$ cat src/tcc_defines.svh
/*
  Holds the register offsets, field positions, codes and reset values of
  the triple comparator control block as macros.
  Assumes nothing of its surroundings; it holds definitions only.
*/
`ifndef TCC_DEFINES_SVH
`define TCC_DEFINES_SVH

// Register byte offsets.
`define TCC_ADR_STATUS   8'h00
`define TCC_ADR_CTRL1    8'h04
`define TCC_ADR_STRIDE   8'h04
`define TCC_ADR_IFLAG    8'h10
`define TCC_ADR_IMASK    8'h14

// Control register fields.
`define TCC_CTL_ON       15
`define TCC_CTL_DRIVE    14
`define TCC_CTL_INV      13
`define TCC_CTL_EVT      9
`define TCC_CTL_RES      8
`define TCC_CTL_EDGE_HI  7
`define TCC_CTL_EDGE_LO  6
`define TCC_CTL_PLUS     4
`define TCC_CTL_MINUS_HI 1
`define TCC_CTL_MINUS_LO 0

// Status register fields.
`define TCC_ST_EVT_HI    18
`define TCC_ST_EVT_LO    16
`define TCC_ST_HALT      13
`define TCC_ST_REFSEL    8
`define TCC_ST_RES_HI    2
`define TCC_ST_RES_LO    0

// Interrupt flag and mask fields.
`define TCC_IRQ_HI       2

// Edge select codes.
`define TCC_EDGE_ANY     2'h3
`define TCC_EDGE_FALL    2'h2
`define TCC_EDGE_RISE    2'h1
`define TCC_EDGE_OFF     2'h0

// Reset values.
`define TCC_RESET_WORD   32'h0000_0000
`define TCC_CFG_RESET    8'h00
`define TCC_BITS_RESET   3'h0

`endif

$ cat src/tcc_pkg.sv
/*
  Holds the types of the triple comparator control block.
  Assumes no macros of tcc_defines.svh; its widths are written as numbers.
*/
package tcc_pkg;

  typedef logic [1:0] tcc_edge_t;

  typedef struct packed {
    logic       on;
    logic       drive;
    logic       invert;
    tcc_edge_t  edge_sel;
    logic       plus_sel;
    logic [1:0] minus_sel;
  } tcc_cfg_t;

endpackage : tcc_pkg

$ cat src/tcc_top.sv
/*
  Holds the top of the triple comparator control block: the Wishbone
  register slave, three channels, pin drive and the interrupt logic.
  Assumes the analog comparators, reference and input switches sit outside,
  and that CMP_RAW are their asynchronous results.
*/
`timescale 1ns/100ps
`include "tcc_defines.svh"
// Function
// - Enable bit runs or stops the comparator.
// - Drive enable puts the result on pin.
// - Invert bit flips result, pin and events.
// - Result bit is one when plus exceeds minus.
// - Selected edge sets event, blocks further triggers.
// - Event and result bits are read only.
// - Status bits 16 to 18 mirror events.
// - Status bits 0 to 2 mirror results.
// - Halt in idle stops all comparators.
// - Status select bit picks external reference.
// - Unimplemented bits read as zero.
// - All implemented bits reset to zero.
// - Edge field picks any, fall, rise, off.
// - Plus select picks reference or pin A.
// - Minus select picks pin B, C, D, gap.

module tcc_top (
  // Clock and reset.
  input  wire logic        MCLK,
  input  wire logic        RST_N,
  // Wishbone slave.
  input  wire logic        WB_CYC_I,
  input  wire logic        WB_STB_I,
  input  wire logic        WB_WE_I,
  input  wire logic [7:0]  WB_ADR_I,
  input  wire logic [3:0]  WB_SEL_I,
  input  wire logic [31:0] WB_DAT_I,
  output logic      [31:0] WB_DAT_O,
  output logic             WB_ACK_O,
  // Device state.
  input  wire logic        IDLE,
  // Analog results and switch controls.
  input  wire logic [2:0]  CMP_RAW,
  output logic      [2:0]  CMP_ENABLE,
  output logic      [2:0]  PLUS_SEL,
  output logic      [5:0]  MINUS_SEL,
  output logic             REF_EXTERNAL,
  // Result pins.
  output logic      [2:0]  RESULT_PIN,
  output logic      [2:0]  RESULT_OE,
  // Interrupt.
  output logic             IRQ
);
  import tcc_pkg::*;

  tcc_cfg_t    cfg_q [3];
  logic        halt_q;
  logic        refsel_q;
  logic [2:0]  active_q;
  logic [2:0]  pin_q;
  logic [2:0]  oe_q;
  logic [2:0]  ifl_q;
  logic [2:0]  ifl_d;
  logic [2:0]  ifl_clr;
  logic [2:0]  imask_q;
  logic        irq_q;
  logic        ack_q;
  logic [31:0] dat_q;
  logic [31:0] rd_d;
  logic [31:0] stat_w;
  logic [2:0]  res;
  logic [2:0]  evt;
  logic [2:0]  trig;
  logic        req;
  logic        rd_take;
  logic        wr_fire;

  function automatic logic [7:0] ctrl_adr(input int idx);
    return `TCC_ADR_CTRL1 + 8'(`TCC_ADR_STRIDE * idx);
  endfunction : ctrl_adr

  function automatic tcc_cfg_t cfg_write(input tcc_cfg_t c,
                                         input logic [31:0] d,
                                         input logic [3:0] s);
    tcc_cfg_t n;
    n = c;
    if (s[1]) begin
      n.on     = d[`TCC_CTL_ON];
      n.drive  = d[`TCC_CTL_DRIVE];
      n.invert = d[`TCC_CTL_INV];
    end
    if (s[0]) begin
      n.edge_sel  = d[`TCC_CTL_EDGE_HI:`TCC_CTL_EDGE_LO];
      n.plus_sel  = d[`TCC_CTL_PLUS];
      n.minus_sel = d[`TCC_CTL_MINUS_HI:`TCC_CTL_MINUS_LO];
    end
    return n;
  endfunction : cfg_write

  function automatic logic [31:0] ctrl_word(input tcc_cfg_t c,
                                            input logic evt_b,
                                            input logic res_b);
    logic [31:0] w;
    w = `TCC_RESET_WORD;
    w[`TCC_CTL_ON]    = c.on;
    w[`TCC_CTL_DRIVE] = c.drive;
    w[`TCC_CTL_INV]   = c.invert;
    w[`TCC_CTL_EVT]   = evt_b;
    w[`TCC_CTL_RES]   = res_b;
    w[`TCC_CTL_EDGE_HI:`TCC_CTL_EDGE_LO]   = c.edge_sel;
    w[`TCC_CTL_PLUS]  = c.plus_sel;
    w[`TCC_CTL_MINUS_HI:`TCC_CTL_MINUS_LO] = c.minus_sel;
    return w;
  endfunction : ctrl_word

  // Bus handshake: read data is caught at the request, writes act with ack.
  assign req     = WB_CYC_I & WB_STB_I;
  assign rd_take = req & ~ack_q & ~WB_WE_I;
  assign wr_fire = req & ack_q & WB_WE_I;

  always_ff @(posedge MCLK) begin
    if (!RST_N) begin
      ack_q <= 1'b0;
    end else begin
      ack_q <= req & ~ack_q;
    end
  end

  always_ff @(posedge MCLK) begin
    if (!RST_N) begin
      dat_q <= `TCC_RESET_WORD;
    end else if (rd_take) begin
      dat_q <= rd_d;
    end
  end

  // Shared status word.
  always_comb begin
    stat_w = `TCC_RESET_WORD;
    stat_w[`TCC_ST_EVT_HI:`TCC_ST_EVT_LO] = evt;
    stat_w[`TCC_ST_RES_HI:`TCC_ST_RES_LO] = res;
    stat_w[`TCC_ST_HALT]   = halt_q;
    stat_w[`TCC_ST_REFSEL] = refsel_q;
  end

  // Read decode; unmapped offsets read as zero.
  always_comb begin
    rd_d = `TCC_RESET_WORD;
    if (WB_ADR_I == `TCC_ADR_STATUS) begin
      rd_d = stat_w;
    end
    if (WB_ADR_I == `TCC_ADR_IFLAG) begin
      rd_d[`TCC_IRQ_HI:0] = ifl_q;
    end
    if (WB_ADR_I == `TCC_ADR_IMASK) begin
      rd_d[`TCC_IRQ_HI:0] = imask_q;
    end
    for (int k = 0; k < 3; k++) begin
      if (WB_ADR_I == ctrl_adr(k)) begin
        rd_d = ctrl_word(cfg_q[k], evt[k], res[k]);
      end
    end
  end

  // Shared status settings.
  always_ff @(posedge MCLK) begin
    if (!RST_N) begin
      halt_q   <= 1'b0;
      refsel_q <= 1'b0;
    end else if (wr_fire && WB_ADR_I == `TCC_ADR_STATUS && WB_SEL_I[1]) begin
      halt_q   <= WB_DAT_I[`TCC_ST_HALT];
      refsel_q <= WB_DAT_I[`TCC_ST_REFSEL];
    end
  end

  // Channels with their settings.
  for (genvar i = 0; i < 3; i++) begin : g_unit
    always_ff @(posedge MCLK) begin
      if (!RST_N) begin
        cfg_q[i] <= `TCC_CFG_RESET;
      end else if (wr_fire && WB_ADR_I == ctrl_adr(i)) begin
        cfg_q[i] <= cfg_write(cfg_q[i], WB_DAT_I, WB_SEL_I);
      end
    end

    always_ff @(posedge MCLK) begin
      if (!RST_N) begin
        active_q[i] <= 1'b0;
      end else begin
        active_q[i] <= cfg_q[i].on & ~(halt_q & IDLE);
      end
    end

    always_ff @(posedge MCLK) begin
      if (!RST_N) begin
        pin_q[i] <= 1'b0;
        oe_q[i]  <= 1'b0;
      end else begin
        pin_q[i] <= res[i] & cfg_q[i].drive;
        oe_q[i]  <= cfg_q[i].drive;
      end
    end

    tcc_unit u_unit (
      .clk        (MCLK),
      .rst_n      (RST_N),
      .enable     (cfg_q[i].on),
      .active     (active_q[i]),
      .invert     (cfg_q[i].invert),
      .edge_sel   (cfg_q[i].edge_sel),
      .raw        (CMP_RAW[i]),
      .result     (res[i]),
      .event_flag (evt[i]),
      .trigger    (trig[i])
    );

    assign PLUS_SEL[i]            = cfg_q[i].plus_sel;
    assign MINUS_SEL[2*i+1 -: 2]  = cfg_q[i].minus_sel;
  end

  // Interrupt flags: a trigger wins over a write-one clear in the same cycle.
  always_comb begin
    ifl_clr = `TCC_BITS_RESET;
    if (wr_fire && WB_ADR_I == `TCC_ADR_IFLAG && WB_SEL_I[0]) begin
      ifl_clr = WB_DAT_I[`TCC_IRQ_HI:0];
    end
    ifl_d = (ifl_q & ~ifl_clr) | trig;
  end

  always_ff @(posedge MCLK) begin
    if (!RST_N) begin
      ifl_q <= `TCC_BITS_RESET;
    end else begin
      ifl_q <= ifl_d;
    end
  end

  always_ff @(posedge MCLK) begin
    if (!RST_N) begin
      imask_q <= `TCC_BITS_RESET;
    end else if (wr_fire && WB_ADR_I == `TCC_ADR_IMASK && WB_SEL_I[0]) begin
      imask_q <= WB_DAT_I[`TCC_IRQ_HI:0];
    end
  end

  always_ff @(posedge MCLK) begin
    if (!RST_N) begin
      irq_q <= 1'b0;
    end else begin
      irq_q <= |(ifl_q & imask_q);
    end
  end

  assign WB_DAT_O     = dat_q;
  assign WB_ACK_O     = ack_q;
  assign CMP_ENABLE   = active_q;
  assign REF_EXTERNAL = refsel_q;
  assign RESULT_PIN   = pin_q;
  assign RESULT_OE    = oe_q;
  assign IRQ          = irq_q;
endmodule : tcc_top

$ cat src/tcc_unit.sv
/*
  Holds one comparator channel: result synchroniser, polarity, edge
  detection and the sticky event flag.
  Assumes raw is asynchronous to clk and that active already folds in the
  enable bit and the halt in idle.
*/
`timescale 1ns/100ps
`include "tcc_defines.svh"

module tcc_unit (
  // Clock and reset.
  input  wire logic               clk,
  input  wire logic               rst_n,
  // Settings.
  input  wire logic               enable,
  input  wire logic               active,
  input  wire logic               invert,
  input  wire tcc_pkg::tcc_edge_t edge_sel,
  // Analog result.
  input  wire logic               raw,
  // Status.
  output logic                    result,
  output logic                    event_flag,
  output logic                    trigger
);
  import tcc_pkg::*;

  logic sync1_q;
  logic sync2_q;
  logic res_q;
  logic evt_q;
  logic res_d;
  logic rise;
  logic fall;
  logic hit;

  always_ff @(posedge clk) begin
    if (!rst_n) begin
      sync1_q <= 1'b0;
      sync2_q <= 1'b0;
    end else begin
      sync1_q <= raw;
      sync2_q <= sync1_q;
    end
  end

  assign res_d = sync2_q ^ invert;
  assign rise  = active & res_d & ~res_q;
  assign fall  = active & ~res_d & res_q;

  always_comb begin
    unique case (edge_sel)
      `TCC_EDGE_ANY:  hit = rise | fall;
      `TCC_EDGE_FALL: hit = fall;
      `TCC_EDGE_RISE: hit = rise;
      `TCC_EDGE_OFF:  hit = 1'b0;
    endcase
  end

  assign trigger = hit & ~evt_q & enable;

  always_ff @(posedge clk) begin
    if (!rst_n) begin
      res_q <= 1'b0;
    end else if (!enable) begin
      res_q <= 1'b0;
    end else if (active) begin
      res_q <= res_d;
    end
  end

  always_ff @(posedge clk) begin
    if (!rst_n) begin
      evt_q <= 1'b0;
    end else if (!enable) begin
      evt_q <= 1'b0;
    end else if (trigger) begin
      evt_q <= 1'b1;
    end
  end

  assign result     = res_q;
  assign event_flag = evt_q;
endmodule : tcc_unit

$ cat config.mk
export PLATFORM = sky130hd
export DESIGN_NAME = tcc_top
export DESIGN_NICKNAME = d
export VERILOG_FILES = /design/src/tcc_pkg.sv /design/src/tcc_top.sv /design/src/tcc_unit.sv
export VERILOG_INCLUDE_DIRS = /design/src
export SDC_FILE = /design/constraint.sdc
export NUM_CORES = 1
export LEC_CHECK = 0
export CAP_MARGIN = 20
export CORE_ASPECT_RATIO = 1.5
export CORE_MARGIN = 4
export CORE_UTILIZATION = 30
export DETAILED_ROUTE_END_ITERATION = 10
export DONT_BUFFER_PORTS = 1
export PLACE_DENSITY = 0.54
export SLEW_MARGIN = 20
export SYNTH_ARGS = -nofsm -noshare
export SYNTH_HDL_FRONTEND = slang
export SYNTH_SLANG_ARGS = --single-unit
$ cat constraint.sdc
create_clock -name MCLK -period 2.5 [get_ports MCLK]
set_input_delay 0.5 -clock MCLK [delete_from_list [all_inputs] [get_ports MCLK]]
set_output_delay 0.5 -clock MCLK [all_outputs]
set_load 0.1 [all_outputs]
Word-level counts from Yosys, hierarchy flattened --
Memories as Yosys holds them, arrays and structs flattened. Cells that the tools add are included.
Storage, ports and cells: bits in latches 0, bits of input ports 53, bits in read-only memories 0, bits in writable memories 24, memories kept 1, bits in registers 63
Cells by class: multiplexer cells 41, divide/modulo/power cells 0, $mul 0, equal/unequal tests 14, bitwise operators 55, add/subtract/negate cells 0, $lt $le $gt $ge 0, reduce and logical (&&, ||, !) cells 17, shifts and indexed selects 0
Memories:
- cfg_q | depth 3, width 8, read ports 3, clocked after Yosys merged registers in 0, wr ports 3, line tcc_top.sv:55 | tcc_cfg_t cfg_q [3];
Operators by type and width (count):
- $mux W32 | 3
- $mux W5 | 9
- $mux W3 | 12
- $and A1 B1 Y1 | 30
- $mux W8 | 3
- $mux W19 | 1
- $eq A8 B4 Y1 const B | 2
- $eq A8 B5 Y1 const B | 2
- $eq A2 B2 Y1 const B | 6
- $not A1 Y1 | 12
- $pmux W1 S4 | 3
- $mux W1 | 10
- $logic_and A1 B1 Y1 | 9
- $eq A8 B3 Y1 const B | 1
- $logic_not A8 Y1 | 1
- $and A3 B3 Y3 | 2
- $eq A2 B1 Y1 const B | 3
- $logic_not A2 Y1 | 3
- $or A1 B1 Y1 | 6
- $reduce_and A2 Y1 | 3
- $not A3 Y3 | 1
- $or A3 B3 Y3 | 1
- $reduce_or A3 Y1 | 1
- $xor A1 B1 Y1 | 3

Depth between registers and ports, before layout --
Gate-level depths: netlist of the first run. An unclocked memory read counts as a cell.
depth after elaboration 10, mapped depth 6

Cells and area by module --
From an unflattened synthesis of the first run, not the netlist that was laid out.
Unflattened totals: cells, all modules 316, area, all modules 3281.9 um2
By module, submodules not included:
- tcc_top | area each 2786.4 um2, cells an instance 268, times used 1
- tcc_unit | area each 165.2 um2, cells an instance 16, times used 3

Worst setup path before layout of the first run --
No wires, ideal clock.
path kind input to register, from input port WB_ADR_I[5], to memory cfg_q[1][0] in the netlist's numbering, enable pin, path slack 0.208 ns, data required time 2.126 ns, library setup time 0.374 ns, stages 3, path buffers 0, data arrival time 1.919 ns, cells stage by stage or4_4 > or4_4 > o21ai_0
RTL lines:
- start, declared | line tcc_top.sv:34 | input wire logic [7:0] WB_ADR_I,
- end, declared | line tcc_top.sv:55

==> reports/results.ini, run 1 <==
[outcome]
outcome=finished clean

[floorplan]
die_area_mm2=0.0125
start_util_pct=30.5
die_w_um=92.5
die_y_um=135
io_pins=106
fp-row-count=46
core_region_area_mm2=0.0105

[routing]
highest_layer=met4
routed_wl_um=8070
via_per_inst=4.65
num_vias=2291
wire_per_inst_um=16.4
drc_errors=0
wl_met3_um=480
dr.pass1.iters=4
route.met2.wl_um=4620
ant_nets=0
drtIter0Drc=137
wl_met1_um=2750

[critical_path]
rr_startpoint=WB_ACK_O
worst-path-max-fanout=5
path_class=in2reg
crit_arrival_ns=1.92
cp-startpoint=WB_ADR_I[5]
r2r_setup_slack_ns=0.72
end_kind=register
start_kind=input port
required_ns=2.54

[synth]
synth_seq_area_share_pct=50.5
yosysWarningCount=0
synth.distinct_cells=47
synth_top_area_share_pct=28.0
synth.top_cells.by_count=dfxtp_1, and2_1, buf_4
async_flop_share_pct=0
synth_edf_count=24
synth_top_area_cell=dfxtp_1
synthFlopType=dfxtp_1
synthCells=312
syn_avg_cell_area_um2=10.3
yosysMostFrequentCell=dfxtp_1
synthesis.area_mm2=0.00321
ys_seq_elements=69
ys_top_cells_by_area=dfxtp_1, edfxtp_1, buf_4

[placement]
place_ws_ns=0.304
place_congestion=0.881
io_buffers=0
dp_hpwl_um=6560
placed_area_mm2=0.00353
placed_cells=477

[finish]
instances_no_fill=493
areaGrowthSynthToFinish_pct=18.8
n_antenna_cell=0
nNetsFinal=397
final_area_mm2=0.00382
fillCellCount=1077
drive_above_1_share_pct=22.1
largest_reg_flops=24
regArea_mm2=0.00162
multi_input_area_mm2=0.00137
top_register=cfg_q

[clock_tree]
cts_buffer_depth=2
clock_latency_ns=0.32
ctsHoldBuffers=0
cts_buffers=9
htree_levels=3
cts_resized=0
cts_tree=built
cts_sinks=69
cts-root-buf=clkbuf_16
cts_setup_buffers=0
clk_pin_slew_worst_paths_ns=0.05

[global_routing]
grt_pass1_vias=2358
grt_max_degree=30
antenna_found_initial=0
grt_usage_pct=13.3
grt_overflow=0
grt_pass1_wl_um=12700

[pwr]
powerDensity_mw_per_mm2=699
power.leakage_uw=0.00149
ir_worst_vdd_mv=0.315
total_power_uw=2670

[timing]
tightestPinTransition_ns=0.642
finalMaxSlewViolations=0
worst_slack_ns=0.622
post-route-period-util_pct=75.1
period_minus_slack_ns=1.88
fmax_mhz=532
rsz0062_at_grt=no
setup_violations=0
fin_tns_setup_ns=0
skew_ns=0.00407
relSlewSlack_pct=57.1
hold_viol=0

[run]
maxCapViolCount=0

[worst_hold_path]
min_path_type=in2reg
hold_path_startpoint=IDLE

-- cells in the final DEF, fill, tap and decap left out, drive strengths merged, types with 6 or more instances in the layout --
cell type	instances
a21oi	18
a22oi	8
and2	34
buf	46
clkbuf	12
conb	18
dfxtp	45
edfxtp	24
mux2i	17
nand2	19
nand3	11
nor2	27
o21ai	12
o2bb2ai	6
-- metrics by stage --
stage               utilization [%]  hold WS (ns)
floorplan                         -         0.412
global placement               33.5         0.415
detailed placement             33.5         0.417
CTS                            36.2         0.252
global route                   36.2         0.259
finish                         36.2         0.263
-- final timing paths --
| kind | depth (start not counted) | end |
|---|---|---|
| worst min-delay path | 1 | CMP_ENABLE[0] |
| worst min register to register | 1 | g_unit[1].u_unit.sync2_q |
| worst max-delay path | 4 | cfg_q[1][3] |
| worst max register to register | 5 | WB_DAT_O[9] |
-- layout make-up --
class | instances | share of cell area (%)
clock inverters | 4 | 0.524
multi-input cells | 215 | 35.9
clock buffers | 12 | 7.01
flip-flops and latches | 69 | 42.5
inverters | 3 | 0.295
repair buffers | 46 | 9.05
well taps | 144 | 4.72
-- worst max-delay path: stages --
cell     delay, ns
or4_4         0.53
or4_4         0.48
o21ai_0       0.22
buf_4         0.19
-- cells by family (layout without fill, tap and decap cells) --
kind of cell,count (synthesis),after routing,synth area share (%)
AOI/OAI and AO/OA,53,53,10.6
xor gates and xnor gates,3,3,0.818
buffers and inverters,45,65,8.84
DFF,69,69,50.5
muxes,20,20,7.05
other,1,18,0.117
and+or+nand+nor,121,121,22.1
-- power by group --
part           switching (uW)  total (uW)  internal, uW
logic                     235         286          50.9
registers                11.5        1190          1180
clock network             438        1190           751
-- metal layers --
metal | track usage [%] | vias up
met5 | 0 | -
met3 | 3.96 | 15
met1 | 12.6 | 1088
li1 | - | 1127
met4 | 6.12 | 0
met2 | 25.8 | 61
Power figures use the tool's default switching activity.
==> run 2, diff against run 1 <==
==> constraint.sdc (replaced) <==
create_clock -name MCLK -period 1.9 [get_ports MCLK]
set_input_delay 0.38 -clock MCLK [delete_from_list [all_inputs] [get_ports MCLK]]
set_output_delay 0.38 -clock MCLK [all_outputs]
set_load 0.1 [all_outputs]
==> run 2 against run 1 <==
Sequential power is 32% higher; total power is 40% higher; non-clock buffer count is 5 higher; first-iteration DRC count is 50% higher; sequential share of layout area is 0.91 points lower; design area is 2.4% higher; largest cell class unchanged.
==> reports/results.ini, run 2 (synthesis results as in run 1) <==
[routing]
num_vias=2304
dr.pass1.iters=4
drtIter0Drc=206
via_per_inst=4.63
drc_errors=0
ant_nets=0
routed_wl_um=8240
wire_per_inst_um=16.5

[finish]
areaGrowthSynthToFinish_pct=21.7
n_antenna_cell=0
regArea_mm2=0.00163
mostFrequentLayoutCell=buf_4
final_util_pct=37.1
final_area_mm2=0.00391
fillCellCount=1076
largest_reg_flops=24
drive_above_1_share_pct=24.3
multi_input_area_mm2=0.00139
top_register=cfg_q
layout_common_cells=buf_4, dfxtp_1, and2_1, nor2_1, edfxtp_1
instances_no_fill=498
nNetsFinal=402

[critical_path]
end_kind=register
required_ns=1.92
r2r_end=cfg_q[0][3]
r2r_setup_slack_ns=0.37
start_kind=input port
path_class=in2reg
crit_arrival_ns=1.63
worst-path-max-fanout=5
r2r.worst_path.cells=4
rr_startpoint=WB_ACK_O

[worst_hold_path]
hold_depth=1
hold_path_startpoint=IDLE
worstHoldEndpoint=CMP_ENABLE[2]
min_path_type=in2reg

[floorplan]
start_util_pct=30.5
fp-row-count=46
core_region_area_mm2=0.0105
die_area_mm2=0.0125
die_y_um=135
io_pins=106
die_w_um=92.5

[clock_tree]
ctsHoldBuffers=0
clock_latency_ns=0.33
cts_tree=built
cts_sinks=69
cts-root-buf=clkbuf_16
htree_levels=3
cts_resized=0
cts_buffers=9
cts_setup_buffers=0
clk_pin_slew_worst_paths_ns=0.05
cts_buffer_depth=2

[timing]
holdWs_ns=0.137
rsz0062_at_grt=no
finalMaxSlewViolations=0
setup_violations=0
fmax_mhz=622
skew_ns=0.00582
post-route-period-util_pct=84.6
period_minus_slack_ns=1.61
hold_viol=0

[global_routing]
grt_max_degree=30
grt_use_met2_pct=25.7
grt_pass1_vias=2316
antenna_found_initial=0
grt_usage_pct=13.7
grt_overflow=0
busiest_layer=met2
grt_pass1_wl_um=12600
gr-usage-met3_pct=4.24
gr-usage-met1_pct=12.7

[pwr]
powerDensity_mw_per_mm2=957
ir_worst_vdd_mv=0.453
total_power_uw=3740
power.leakage_uw=0.00153

[placement]
placed_area_mm2=0.00359
dp_hpwl_um=6580
place_congestion=0.842
placed_cells=482
io_buffers=0

[run]
maxCapViolCount=0

[outcome]
outcome=finished clean

## run 2: layout make-up
cell class	instances	area share, %
multi-input cells	215	35.5
inverters	3	0.288
clock inverters	7	2.53
clock buffers	9	5.76
flip-flops and latches	69	41.6
repair buffers	51	9.79
well taps	144	4.61
## run 2: metal layers
| metal | share of wire [%] | vias up |
|---|---|---|
| met5 | 0 | - |
| met4 | 3.0 | 0 |
| met3 | 5.8 | 15 |
| met2 | 56 | 67 |
| met1 | 35 | 1086 |
| li1 | - | 1136 |
## run 2: per-stage QoR
step | TNS (ns) | setup WS [ns]
floorplan | -0.797 | -0.102
global placement | -0.523 | -0.0495
detailed placement | -0.648 | -0.0553
CTS | 0 | 0.289
global route | 0 | 0.272
finish | 0 | 0.292
## run 2: critical path, stage by stage
cell and delay [ns]:
or4_4 0.52, or4_4 0.50, o21ai_4 0.23
## run 2: worst max-delay path by stage
stage	slack (ns)	endpoint	startpoint	cells past startpoint
floorplan	-0.10	cfg_q[2][0]	WB_ADR_I[7]	3
finish	0.29	cfg_q[1][3]	WB_ADR_I[5]	3
global placement	-0.05	cfg_q[1][3]	WB_ADR_I[5]	3
global route	0.27	cfg_q[1][3]	WB_ADR_I[5]	3
detailed placement	-0.06	cfg_q[1][4]	WB_ADR_I[5]	3
CTS	0.29	cfg_q[1][3]	WB_ADR_I[5]	3
## run 2: where the power goes
group / total (uW) / internal (uW) / switching (uW)
Clock: 1790 / 1150 / 641
Sequential: 1570 / 1550 / 18.5
Combinational: 377 / 69.5 / 307
Total: 3740 / 2780 / 967
==> run 3, diff against run 2 <==
==> constraint.sdc (replaced) <==
create_clock -name MCLK -period 1.6 [get_ports MCLK]
set_input_delay 0.32 -clock MCLK [delete_from_list [all_inputs] [get_ports MCLK]]
set_output_delay 0.32 -clock MCLK [all_outputs]
set_load 0.1 [all_outputs]
==> run 3 against run 2 <==
Critical path type unchanged; register-to-register slack got worse by 0.27 ns; total power up 21%; largest power group unchanged; design area up 0.96%; sequential power rose by 19%.
==> reports/results.ini, run 3 (synthesis results as in run 1) <==
[critical_path]
required_ns=1.62
cp_slowest_cell=or4_4
crit_arrival_ns=1.58
end_kind=register
path_cells=or4_4 -> or4_4 -> o21ai_4
crit_top_cell=or4_4
worst-path-max-fanout=5
path_class=in2reg
critPathMaxStageDelay_ns=0.53
start_kind=input port

[pwr]
p_int_uw=3390
total_power_uw=4550
swShare_pct=25.3
powerDensity_mw_per_mm2=1150
p_comb_share_pct=9.8
ir_worst_vdd_mv=0.414
power.leakage_uw=0.00154
p_switching_uw=1150
p_seq_share_pct=41.1
p_clk_share_pct=49.1

[finish]
layout_common_cells=buf_4, dfxtp_1, and2_1, nor2_1, edfxtp_1
nNetsFinal=401
top_register=cfg_q
n_antenna_cell=0
areaGrowthSynthToFinish_pct=22.9
mostFrequentLayoutCell=buf_4
final_area_mm2=0.00395
drive_above_1_share_pct=25.2
largest_reg_flops=24
fillCellCount=1048

[timing]
rsz0062_at_grt=no
post-route-period-util_pct=97.2
setup_violations=0
period_minus_slack_ns=1.55
finalMaxSlewViolations=0
fmax_mhz=643
fin_tns_setup_ns=0
skew_ns=0.00381
hold_viol=0

[clock_tree]
cts_tree=built
clock_latency_ns=0.33
cts_buffer_depth=2
cts-root-buf=clkbuf_16
clk_pin_slew_worst_paths_ns=0.06
htree_levels=3
cts_buffers=9
cts_sinks=69
ctsHoldBuffers=0

[floorplan]
io_pins=106
fp-row-count=46
die_y_um=135
core_region_area_mm2=0.0105
die_w_um=92.5
die_area_mm2=0.0125
start_util_pct=30.5

[placement]
placed_area_mm2=0.00360
place_congestion=0.851
dp_hpwl_um=6570
io_buffers=0

[routing]
routed_wl_um=8250
via_per_inst=4.65
dr.pass1.iters=5
ant_nets=0
num_vias=2312
drtIter0Drc=74
drc_errors=0
wire_per_inst_um=16.6

[global_routing]
grt_pass1_vias=2424
grt_pass1_wl_um=12600
grt_overflow=0
antenna_found_initial=0
grt_usage_pct=13.5
grt_max_degree=30

[run]
maxCapViolCount=0

[worst_hold_path]
min_path_type=in2reg

[outcome]
outcome=finished clean

run 3: per-layer routing:
layer	vias to the layer above	routed length, um	GRT usage, %
met5	-	0	0
met3	15	495	4.40
met4	0	201	6.28
met2	61	4680	26.2
met1	1101	2870	12.5
li1	1135	-	-
run 3: layout make-up:
class	count	area, um2	area share [%]
Inverter	3	11.3	0.285
Clock inverter	6	92.6	2.35
Tap cell	144	180	4.56
Timing Repair Buffer	50	375	9.51
Multi-Input combinational cell	215	1410	35.8
Sequential cell	69	1630	41.2
Clock buffer	10	250	6.34
run 3: path summary, 6_finish.rpt:
check | start | endpoint | slack (ns) | cells after the start
worst max-delay path | WB_ADR_I[5] | cfg_q[1][4] | 0.05 | 3
worst min-delay path | IDLE | CMP_ENABLE[0] | 0.08 | 1
worst max register to register | WB_ACK_O | cfg_q[0][7] | 0.10 | 4
worst min register to register | g_unit[1].u_unit.sync1_q | g_unit[1].u_unit.sync2_q | 0.43 | 1
run 3: power by group through the flow:
stage	Clock [uW]	Sequential [uW]	Combinational [uW]
3_5_place_dp	0	1910	446
4_1_cts	2260	1870	446
2_1_floorplan	0	1920	426
6_report	2230	1870	447
3_3_place_gp	0	1910	444
5_1_grt	2330	1870	461
run 3: worst max-delay path, delay by kind of cell:
family | cells | cell delay (ns)
AND/OR/NAND/NOR | 2 | 1.03
AO/OA/AOI/OAI | 1 | 0.23
run 3: repair_timing:
action                                 in CTS  in global routing
gates cloned                                0                  0
resized for setup                           1                  1
setup buffers                               0                  0
endpoints found under the hold margin       0                  0
setup endpoints to repair                   5                  5
pin swaps                                   0                  0
run 3: stage by stage:
stage	hold WS, ns	cells	setup WS (ns)	util (%)
after floorplan	0.412	329	-0.222	-
after global placement	0.418	481	-0.276	34.2
after detailed placement	0.420	481	-0.280	34.2
after CTS	0.0719	497	0.0468	37.5
after global routing	0.0726	497	0.00131	37.5
final	0.0765	497	0.0450	37.5
